### src/txprov_defs.vh
// Constants for the transmit channel provisioning data registers
`ifndef TXPROV_DEFS_VH
`define TXPROV_DEFS_VH

`define PROV_OFF_B 12'h388
`define PROV_OFF_C 12'h38c

`define B_FIFO_BLOCK_COUNT_M1_MSB 10
`define B_FIFO_BLOCK_COUNT_M1_LSB 0
`define B_RSVD_BIT 11
`define B_FCS_BIT 12
`define B_INV_BIT 13
`define B_EXP_BIT 14
`define B_SEVEN_BIT 15

`define C_REQUEST_BLOCK_COUNT_MSB 3
`define C_REQUEST_BLOCK_COUNT_LSB 0
`define C_FLAG_MSB 7
`define C_FLAG_LSB 5
`define C_LEVEL_MSB 11
`define C_LEVEL_LSB 8
`define C_IDLE_BIT 14
`define C_START_LEVEL_MODE_BIT 15

`define B_RW_MASK 16'hf000
`define C_RW_MASK 16'hcfef
`define PROV_RESET 16'h0000
`define UNUSED_READ 16'h0000
`define FLAG_MIN_ONE 8'h01

`endif

### src/tx_hdlc_channel_provision_data.v
// Transmit HDLC channel provisioning data staging registers
//
// Behaviour
// - Register B at 0x388: length bits 10..0, controls bits 15..12, upper unused.
// - Register B length and reserved bits write-only; four control bits read/write.
// - No partial byte writes; any enabled lane updates every bit.
// - All byte lanes disabled means no register changes.
// - Length field is 16-byte block count minus one, from FIFO start block.
// - FCS diagnose bit set inverts every appended FCS bit.
// - Stream inversion bit set inverts the whole outgoing bit stream.
// - Expedite-inhibit set allows only normal data requests.
// - Seven-bit mode forces last bit of every octet to fill value.
// - Seven-bit mode clear sends all eight bits; fill value ignored.
// - Read/write fields return last write until an indirect read loads them.
// - Register C at 0x38C: transfer, flags, level, idle, start mode.
// - Register C read/write except bits 13, 12 and 4, which read as zero; loaded on indirect read completion.
// - Defined fields reset to zero.
// - Idle-fill low sends flags between packets; high sends all-ones.
// - Flag count code n gives two-to-the-n minimum flags.
`timescale 1ns/1ps
`include "txprov_defs.vh"
module tx_hdlc_channel_provision_data (
	sys_clk,
	rst,
	clk_en,
	reg_addr,
	reg_wr,
	reg_rd,
	byte_lane_enables,
	reg_wdata,
	reg_rdata,
	ind_read_done,
	ind_read_data_b,
	ind_read_data_c,
	fifo_block_count_m1,
	fcs_diag_flip,
	stream_invert,
	expedite_inhibit,
	seven_bit_octet_mode,
	request_block_count,
	min_flag_code,
	min_flag_count,
	start_level,
	idle_fill_ones,
	start_level_mode
);
	parameter AW = 12;
	input wire sys_clk;
	input wire rst;
	input wire clk_en;
	input wire [AW-1:0] reg_addr;
	input wire reg_wr;
	input wire reg_rd;
	input wire [3:0] byte_lane_enables;
	input wire [31:0] reg_wdata;
	output reg [31:0] reg_rdata;
	input wire ind_read_done;
	input wire [15:0] ind_read_data_b;
	input wire [15:0] ind_read_data_c;
	output reg [10:0] fifo_block_count_m1;
	output reg fcs_diag_flip;
	output reg stream_invert;
	output reg expedite_inhibit;
	output reg seven_bit_octet_mode;
	output reg [3:0] request_block_count;
	output reg [2:0] min_flag_code;
	output reg [7:0] min_flag_count;
	output reg [3:0] start_level;
	output reg idle_fill_ones;
	output reg start_level_mode;

	// ****************************************
	// Address decode
	// ****************************************
	wire hit_b;
	wire hit_c;
	wire [AW-1:0] off_b = `PROV_OFF_B;
	wire [AW-1:0] off_c = `PROV_OFF_C;

	// Writes qualified per register here; reads are decoded with the read-back path
	byte_lane_gate #(.AW(AW)) u_gate_b (
		.wr_en(reg_wr),
		.byte_lane_enables(byte_lane_enables),
		.addr(reg_addr),
		.match_addr(off_b),
		.hit(hit_b)
	);
	byte_lane_gate #(.AW(AW)) u_gate_c (
		.wr_en(reg_wr),
		.byte_lane_enables(byte_lane_enables),
		.addr(reg_addr),
		.match_addr(off_c),
		.hit(hit_c)
	);

	// Power-of-two flag minimum, 1 to 128
	// Shared by the reset and run paths so both agree on code zero
	function [7:0] flag_min;
		input [2:0] code;
		begin
			flag_min = `FLAG_MIN_ONE << code;
		end
	endfunction

	// ****************************************
	// Staging registers
	// ****************************************
	reg [15:0] data_b_ff;
	reg [15:0] data_c_ff;
	reg [15:0] nxt_data_b;
	reg [15:0] nxt_data_c;

	always @* begin
		nxt_data_b = data_b_ff;
		nxt_data_c = data_c_ff;
		// Indirect read only refreshes readable fields; write-only length stays staged
		if (ind_read_done) begin
			nxt_data_b = (data_b_ff & ~`B_RW_MASK) | (ind_read_data_b & `B_RW_MASK);
			nxt_data_c = ind_read_data_c & `C_RW_MASK;
		end
		// Host write in same cycle wins: software intent is newest
		if (hit_b) begin
			nxt_data_b = reg_wdata[15:0];
		end
		if (hit_c) begin
			nxt_data_c = reg_wdata[15:0] & `C_RW_MASK;
		end
	end

	// Clock enable low holds the staged word, even against an indirect load
	always @(posedge sys_clk) begin
		if (rst) begin
			data_b_ff <= `PROV_RESET;
			data_c_ff <= `PROV_RESET;
		end else if (clk_en) begin
			data_b_ff <= nxt_data_b;
			data_c_ff <= nxt_data_c;
		end
	end

	// ****************************************
	// Read-back path
	// ****************************************
	// Reset image of the staged word; outputs reset through the same field slices
	// Upper half is registered too but only ever loads UNUSED_READ; it reads as a constant
	wire [15:0] reset_word = `PROV_RESET;
	wire rd_b;
	wire rd_c;
	wire [15:0] rd_word;

	// One register addressed: strobe, at least one lane, exact offset
	function reg_hit;
		input strobe;
		input [3:0] lanes;
		input [AW-1:0] addr;
		input [AW-1:0] match;
		begin
			reg_hit = strobe && (|lanes) && (addr == match);
		end
	endfunction

	// All lanes off is no access at all, for reads as for writes
	// Reads have no side effect, so a decode is all they need
	assign rd_b = reg_hit(reg_rd, byte_lane_enables, reg_addr, off_b);
	assign rd_c = reg_hit(reg_rd, byte_lane_enables, reg_addr, off_c);

	// Write-only length and reserved bits read as zero; unmapped reads as zero
	assign rd_word = rd_b ? (nxt_data_b & `B_RW_MASK) :
		(rd_c ? nxt_data_c : `PROV_RESET);

	// Read data stands until the next clock-enabled edge, then the bus sees zero again,
	// so a late sampler reads zero rather than stale data
	always @(posedge sys_clk) begin
		if (rst) begin
			reg_rdata <= {`UNUSED_READ, reset_word};
		end else if (clk_en) begin
			reg_rdata <= {`UNUSED_READ, rd_word};
		end
	end

	// ****************************************
	// Settings outputs
	// ****************************************
	// Taken from the next staged value, so settings move on the same edge as
	// the staging flops; costs one mux level ahead of the output flops
	always @(posedge sys_clk) begin
		if (rst) begin
			fifo_block_count_m1 <= reset_word[`B_FIFO_BLOCK_COUNT_M1_MSB:`B_FIFO_BLOCK_COUNT_M1_LSB];
			fcs_diag_flip <= reset_word[`B_FCS_BIT];
			stream_invert <= reset_word[`B_INV_BIT];
			expedite_inhibit <= reset_word[`B_EXP_BIT];
			seven_bit_octet_mode <= reset_word[`B_SEVEN_BIT];
			request_block_count <= reset_word[`C_REQUEST_BLOCK_COUNT_MSB:`C_REQUEST_BLOCK_COUNT_LSB];
			min_flag_code <= reset_word[`C_FLAG_MSB:`C_FLAG_LSB];
			// Code zero still means one flag, not none
			min_flag_count <= flag_min(reset_word[`C_FLAG_MSB:`C_FLAG_LSB]);
			start_level <= reset_word[`C_LEVEL_MSB:`C_LEVEL_LSB];
			idle_fill_ones <= reset_word[`C_IDLE_BIT];
			start_level_mode <= reset_word[`C_START_LEVEL_MODE_BIT];
		end else if (clk_en) begin
			// Register B controls
			fifo_block_count_m1 <= nxt_data_b[`B_FIFO_BLOCK_COUNT_M1_MSB:`B_FIFO_BLOCK_COUNT_M1_LSB];
			fcs_diag_flip <= nxt_data_b[`B_FCS_BIT];
			stream_invert <= nxt_data_b[`B_INV_BIT];
			expedite_inhibit <= nxt_data_b[`B_EXP_BIT];
			seven_bit_octet_mode <= nxt_data_b[`B_SEVEN_BIT];
			// Register C controls
			request_block_count <= nxt_data_c[`C_REQUEST_BLOCK_COUNT_MSB:`C_REQUEST_BLOCK_COUNT_LSB];
			min_flag_code <= nxt_data_c[`C_FLAG_MSB:`C_FLAG_LSB];
			min_flag_count <= flag_min(nxt_data_c[`C_FLAG_MSB:`C_FLAG_LSB]);
			start_level <= nxt_data_c[`C_LEVEL_MSB:`C_LEVEL_LSB];
			idle_fill_ones <= nxt_data_c[`C_IDLE_BIT];
			start_level_mode <= nxt_data_c[`C_START_LEVEL_MODE_BIT];
		end
	end
endmodule // tx_hdlc_channel_provision_data

### src/byte_lane_gate.v
// Qualifies a register write: any enabled byte lane writes the whole word
`timescale 1ns/1ps
module byte_lane_gate (
	wr_en,
	byte_lane_enables,
	addr,
	match_addr,
	hit
);
	parameter AW = 12;
	input wire wr_en;
	input wire [3:0] byte_lane_enables;
	input wire [AW-1:0] addr;
	input wire [AW-1:0] match_addr;
	output wire hit;

	// No partial writes; all lanes off means no access at all
	assign hit = wr_en && (|byte_lane_enables) && (addr == match_addr);
endmodule // byte_lane_gate

### config.mk
export PLATFORM = sky130hd
export DESIGN_NAME = tx_hdlc_channel_provision_data
export DESIGN_NICKNAME = d
export VERILOG_FILES = /design/src/tx_hdlc_channel_provision_data.v /design/src/byte_lane_gate.v
export VERILOG_INCLUDE_DIRS = /design/src
export SDC_FILE = /design/constraint.sdc
export NUM_CORES = 1
export LEC_CHECK = 0
export BUFFER_PORTS_ARGS = -buffer_cell sky130_fd_sc_hd__buf_4
export CORE_UTILIZATION = 35
export CTS_BUF_LIST = sky130_fd_sc_hd__clkbuf_8 sky130_fd_sc_hd__clkbuf_16
export CTS_CLUSTER_SIZE = 40
export DETAILED_ROUTE_END_ITERATION = 10
export GPL_ROUTABILITY_DRIVEN = 0
export PLACE_DENSITY = 0.69
export SLEW_MARGIN = 15
export SYNTH_ARGS = -nofsm -noshare
export SYNTH_HDL_FRONTEND = slang
export SYNTH_SLANG_ARGS = --single-unit
### constraint.sdc
create_clock -name sys_clk -period 1.9 [get_ports sys_clk]
set_input_delay 0.19 -clock sys_clk [delete_from_list [all_inputs] [get_ports sys_clk]]
set_output_delay 0.19 -clock sys_clk [all_outputs]
set_load 0.02 [all_outputs]
Word level (Yosys, flattened, before mapping)
Cells that the tools add are included.
{ "totals": {"wordCells": 34, "regBits": 84} }
{ "op_classes": {"muxes": 6, "shifts": 1, "n_reduce_logical": 9, "bitwise_logic": 1, "eq_ne": 2} }
{ "ops": {"columns": ["op", "n"], "rows": [
  ["16-bit 2-to-1 mux", 6],
  ["12-bit by 10-bit == test with 1-bit output, second input constant", 2],
  ["12-bit by 16-bit bitwise OR with 16-bit output", 1],
  ["1-bit by 3-bit left shift with 8-bit output, first input constant", 1],
  ["1-bit logical AND", 6],
  ["4-bit OR reduction", 1],
  ["2-bit AND reduction", 1],
  ["2-bit nonzero test", 1]
]} }

Longest topological paths before layout
{ "logic_depth": {"word_depth": 6, "mapped_depth": 7, "ltp_nobuf": 5} }

By module
A second synthesis with hierarchy kept.
{ "hier_totals": {"hier_cells": 361, "area_unflattened_um2": 2955.3} }
{ "modules_own_cells": {"columns": ["mod", "cells_per_inst", "instances", "area_per_inst_um2", "seq_area_each_um2"], "rows": [
  ["tx_hdlc_channel_provision_data", 327, 1, 2662.6, 1101.1],
  ["byte_lane_gate", 17, 2, 146.4, 0.0]
]} }

Worst setup path before layout
No wires, ideal clock.
{ "synth_path": {"path_kind": "in2reg", "startpoint": "input port reg_addr[5]", "endpoint": "register data_c_ff[12]", "t_arrival_ps": 1964, "setup_time_ps": 115, "t_required_ps": 1785, "cell_stages": 7, "slack_ps": -179, "path_cell_list": "or4b_1 -> buf_2 -> or4_4 -> buf_6 -> o21ai_2 -> a21oi_1 -> and2_1"} }
{ "synth_between": {"elab_chain_cells": 3} }
{ "synth_rtl": {"columns": ["element", "line", "rtl"], "rows": [
  ["from (decl)", "tx_hdlc_channel_provision_data.v:51", "input wire [AW-1:0] reg_addr;"],
  ["12-bit by 10-bit == test with 1-bit output", "byte_lane_gate.v:18", "assign hit = wr_en && (|byte_lane_enables) && (addr == match_addr);"],
  ["1-bit logical AND", "byte_lane_gate.v:18", null],
  ["16-bit 2-to-1 mux", "tx_hdlc_channel_provision_data.v:125", "if (hit_c) begin"],
  ["to (signal assigned)", "tx_hdlc_channel_provision_data.v:134", "data_c_ff <= `PROV_RESET;"],
  ["to (signal assigned)", "tx_hdlc_channel_provision_data.v:137", "data_c_ff <= nxt_data_c;"],
  ["to (decl)", "tx_hdlc_channel_provision_data.v:109", "reg [15:0] data_c_ff;"]
]} }
Every way passes these cells.
A chain may end at the register's enable or synchronous reset.

Worst setup path after layout
{ "layout_path": {"startpoint": "input port reg_addr[5]", "endpoint": "register min_flag_count[7]"} }
{ "layout_between": {"elab_chain_cells": 4} }
{ "layout_rtl": {"columns": ["element", "line", "rtl"], "rows": [
  ["12-bit by 10-bit == test with 1-bit output", "byte_lane_gate.v:18", null],
  ["1-bit logical AND", "byte_lane_gate.v:18", null],
  ["16-bit 2-to-1 mux", "tx_hdlc_channel_provision_data.v:125", null],
  ["1-bit by 3-bit left shift with 8-bit output (no source line)", null, null],
  ["to (signal assigned)", "tx_hdlc_channel_provision_data.v:196", "min_flag_count <= flag_min(reset_word[`C_FLAG_MSB:`C_FLAG_LSB]);"],
  ["to (signal assigned)", "tx_hdlc_channel_provision_data.v:210", "min_flag_count <= flag_min(nxt_data_c[`C_FLAG_MSB:`C_FLAG_LSB]);"],
  ["to (decl)", "tx_hdlc_channel_provision_data.v:67", "output reg [7:0] min_flag_count;"]
]} }
Every way passes these cells.

==> flow_summary_export.csv <==
group,metric,value,unit
clock_tree,clock_path_buffers,2,
timing,slew_viol_final,0,
final_layout,drive_gt1_frac,0.3722,
timing,slew_headroom,0.6019,
floorplanning,die_w,93.05,microns
critical_path,reg2reg_from,"data_b_ff[15]$_SDFFE_PP0P_",
critical_path,path_cells,"buf_6 -> or4b_4 -> or4_4 -> o21ai_4 -> nand3_2 -> o32ai_1",
timing,fmax,0.5257,GHz
final_layout,multiInputGateArea,0.001545,sq mm
floorplanning,ios,154,
clock_tree,path_clk_slew,0.10,ns
grt,grt_pass1_wl,13530,microns
yosys,synth_top_flop_cell,"dfxtp_1",
final_layout,stdcell_area,0.003940,sq mm
pwr,p_per_area,604.1,mW/mm^2
final_layout,antenna_cells,0,
critical_path,regToRegSetupSlack,0.47,ns
grt,grt-ovfl-total,0,
critical_path,reg2reg_depth,5,
drt,ant_nets,0,
critical_path,startpoint,"reg_addr[5]",
drt,drt_wl_total,8261,microns
floorplanning,start_util,0.3679,
yosys,netlist_area,0.002902,sq mm
clock_tree,cts-root-buf,"clkbuf_8",
yosys,ys_top_cells_by_count,"64 x nand2_1, 55 x dfxtp_1, 43 x a21oi_1",
yosys,seq_area_frac_synth,0.3795,
floorplanning,rows,32,
timing,fin_crit,1.902,ns
yosys,synth_xor_area_frac,0,
yosys,ys_seq_elements,55,
grt,grt_use_total,0.1953,
timing,rsz0062_at_grt,"yes",
run,cap_violations,0,
yosys,synthMuxAreaShare,0.04830,
clock_tree,htree_levels,2,
critical_path,critPathRequiredTime,2.11,ns
critical_path,regToRegEndpoint,"reg_rdata[15]$_SDFFE_PP0P_",
drt,routed_via_density,5.122,
critical_path,slowest_stage,"or4_4",
drt,drt_first_iter_violations,119,
yosys,yosys.area.top_type,"dfxtp_1",
yosys,synth-async-reset-ratio,0,
clock_tree,cts_tree,"done",
run_status,violations,"setup timing",
critical_path,critPathTopFamily,"simple AND/OR/NAND/NOR gates",
yosys,synth_top_family_by_area,"compound AO/OA/AOI/OAI gates",
final_layout,area_growth_syn_to_layout,35.79,%
timing,setup_violations,1,
grt,first_global_vias,2801,
clock_tree,clock_latency,0.30,ns
timing,fin_setup_tns,-0.002337,ns
floorplanning,die_h,93.05,microns
yosys,yosys.area.top_type_share,0.3795,
final_layout,fillCellCount,759,
yosys,avgSynthCellArea,8.266,sq um
critical_path,path_depth,6,
yosys,synth_compound_area_frac,0.2531,
pwr,ir_drop,335.7,uV
critical_path,critPathMaxFanout,8,
floorplanning,core,0.007888,sq mm
drt,post_drt_wl_per_cell,14.86,microns
drt,vias,2848,
drt,drc,0,
grt,antenna_found_initial,0,
critical_path,critPathLaunchType,"input port",
clock_tree,cts.sink_count,55,
yosys,syn_inst,351,
critical_path,end_kind,"register",
timing,finalHoldViolations,0,
pwr,power_leakage,0.001663,uW
final_layout,regArea,0.001101,sq mm
timing,finalWorstSetupSlack,-0.002337,ns
final_layout,fin_nets,540,
placed_design,numPortBuffers,106,
critical_path,worstPathArrival,2.11,ns
yosys,synthTopCellsByArea,"dfxtp_1 38%, nand2_1 8.3%, a21oi_1 7.4%",
yosys,yosys.area_share.simple,0.1988,
floorplanning,die_area,0.008658,sq mm
yosys,netlist-cell-type-count,50,
yosys,synth_edf_count,0,
run_status,outcome,"finished, violations left",
min_path,hold_path.class,"input port to register",
grt,grt_max_degree,55,
drt,dr.pass1.iters,4,
critical_path,cp-endpoint,"min_flag_count[7]$_SDFFE_PP0P_",
critical_path,crit_type,"input port to register",
yosys,synth_most_common_cell,"nand2_1",
yosys,yosys_warnings,0,
timing,worstMarginPinSlew,0.5971,ns
placed_design,dpl.hpwl,6005,microns
critical_path,critPathBufInv,1,
timing,finalCritPeriodShare,1.001,
timing,skew,0.006971,ns
critical_path,slowest_delay,0.65,ns
clock_tree,cts_buffers,5,
placed_design,dpl_cell_area,0.003804,sq mm
yosys,synthAdderAreaFrac,0,
kinds of logic (layout without fill, tap and decap cells):
kind of cell,after synthesis,in the layout
AOI/OAI and AO/OA,106,106
buffers and inverters,61,149
DFF,55,55
muxes,14,14
other,1,16
and+or+nand+nor,114,114
worst reg2reg max path, cell delays in order, from the launching register on:
cell and delay [ns]:
dfxtp_1 0.35, inv_1 0.06, o211a_1 0.22, a211o_1 0.23
a311o_1 0.35, a21oi_1 0.15
layout by cell type, fill, tap and decap left out, types with 4 or more instances in the layout:
| cell type | synthesis | routed |
|---|---|---|
| nand2_2 | 1 | 4 |
| o21ai_2 | 10 | 9 |
| o32ai_1 | 4 | 4 |
| inv_1 | 7 | 8 |
| dfxtp_1 | 55 | 55 |
| a21oi_1 | 43 | 43 |
| clkbuf_8 | 0 | 5 |
| buf_4 | 28 | 131 |
| mux2i_1 | 14 | 14 |
| and2_1 | 7 | 6 |
| nand2_1 | 64 | 61 |
| nand3_1 | 15 | 15 |
| conb_1 | 1 | 16 |
| o21ai_0 | 5 | 5 |
| o211ai_1 | 18 | 18 |
| a211o_1 | 4 | 4 |
power breakdown:
group          switching [uW]  total, uW  leakage [uW]  internal (uW)
registers                19.6       1200      0.000446           1180
logic                     239        427       0.00116            188
clock network             373        755     0.0000554            382
state kept, by name, summed over array words and instances, names as in the netlist:
register,count
data_c_ff,16
reg_rdata,16
min_flag_count,8
data_b_ff,15
cell type report:
class / instances / area share
tap: 102 / 0.03239
inverter: 7 / 0.006669
clock inverter: 2 / 0.008574
multi-input combinational: 250 / 0.3922
clock buffer: 5 / 0.01747
sequential: 55 / 0.2795
timing repair buffer: 135 / 0.2633
metal layers:
layer | global-route usage | up-vias | routed length, microns | part of all wire
met1 | 0.2403 | 1357 | 3598 | 0.44
li1 | - | 1416 | - | -
met3 | 0.03171 | 5 | 369 | 0.045
met2 | 0.3572 | 70 | 4250 | 0.51
met5 | 0 | - | 0 | 0
met4 | 0.03846 | 0 | 42 | 0.0051
stage by stage:
stage | hold slack [ns] | utilization | power, uW | std cells | setup slack [ns]
floorplan | 0.3305 | - | 1496 | 366 | -0.1410
global placement | 0.4402 | 0.4822 | 1640 | 549 | -0.2346
detailed placement | 0.4450 | 0.4822 | 1645 | 549 | -0.3108
CTS | 0.1258 | 0.4962 | 2393 | 556 | 0.004406
global route | 0.1437 | 0.4995 | 2483 | 556 | -0.04429
finish | 0.1349 | 0.4995 | 2380 | 556 | -0.002337
how the worst min path moves through the flow:
stage / startpoint / endpoint / slack [ns] / cells past startpoint
5_1_grt: reg_wdata[7] / data_b_ff[7]$_SDFFE_PP0P_ / 0.14 / 3
4_1_cts: reg_wdata[4] / data_b_ff[4]$_SDFFE_PP0P_ / 0.13 / 3
6_report: reg_wdata[6] / data_b_ff[6]$_SDFFE_PP0P_ / 0.13 / 3
2_1_floorplan: reg_wdata[0] / data_b_ff[0]$_SDFFE_PP0P_ / 0.33 / 2
3_3_place_gp: data_b_ff[4]$_SDFFE_PP0P_ / data_b_ff[4]$_SDFFE_PP0P_ / 0.44 / 2
3_5_place_dp: data_b_ff[5]$_SDFFE_PP0P_ / data_b_ff[5]$_SDFFE_PP0P_ / 0.44 / 2
repair_timing:
item                       in CTS  in global routing
setup buffers                   0                  0
setup endpoints to repair       1                 25
hold endpoints to repair        0                  0
pin swaps                       0                  4
hold buffers                    0                  0
resized for setup               1                  7
No activity file was read; power rests on OpenSTA's default activity.
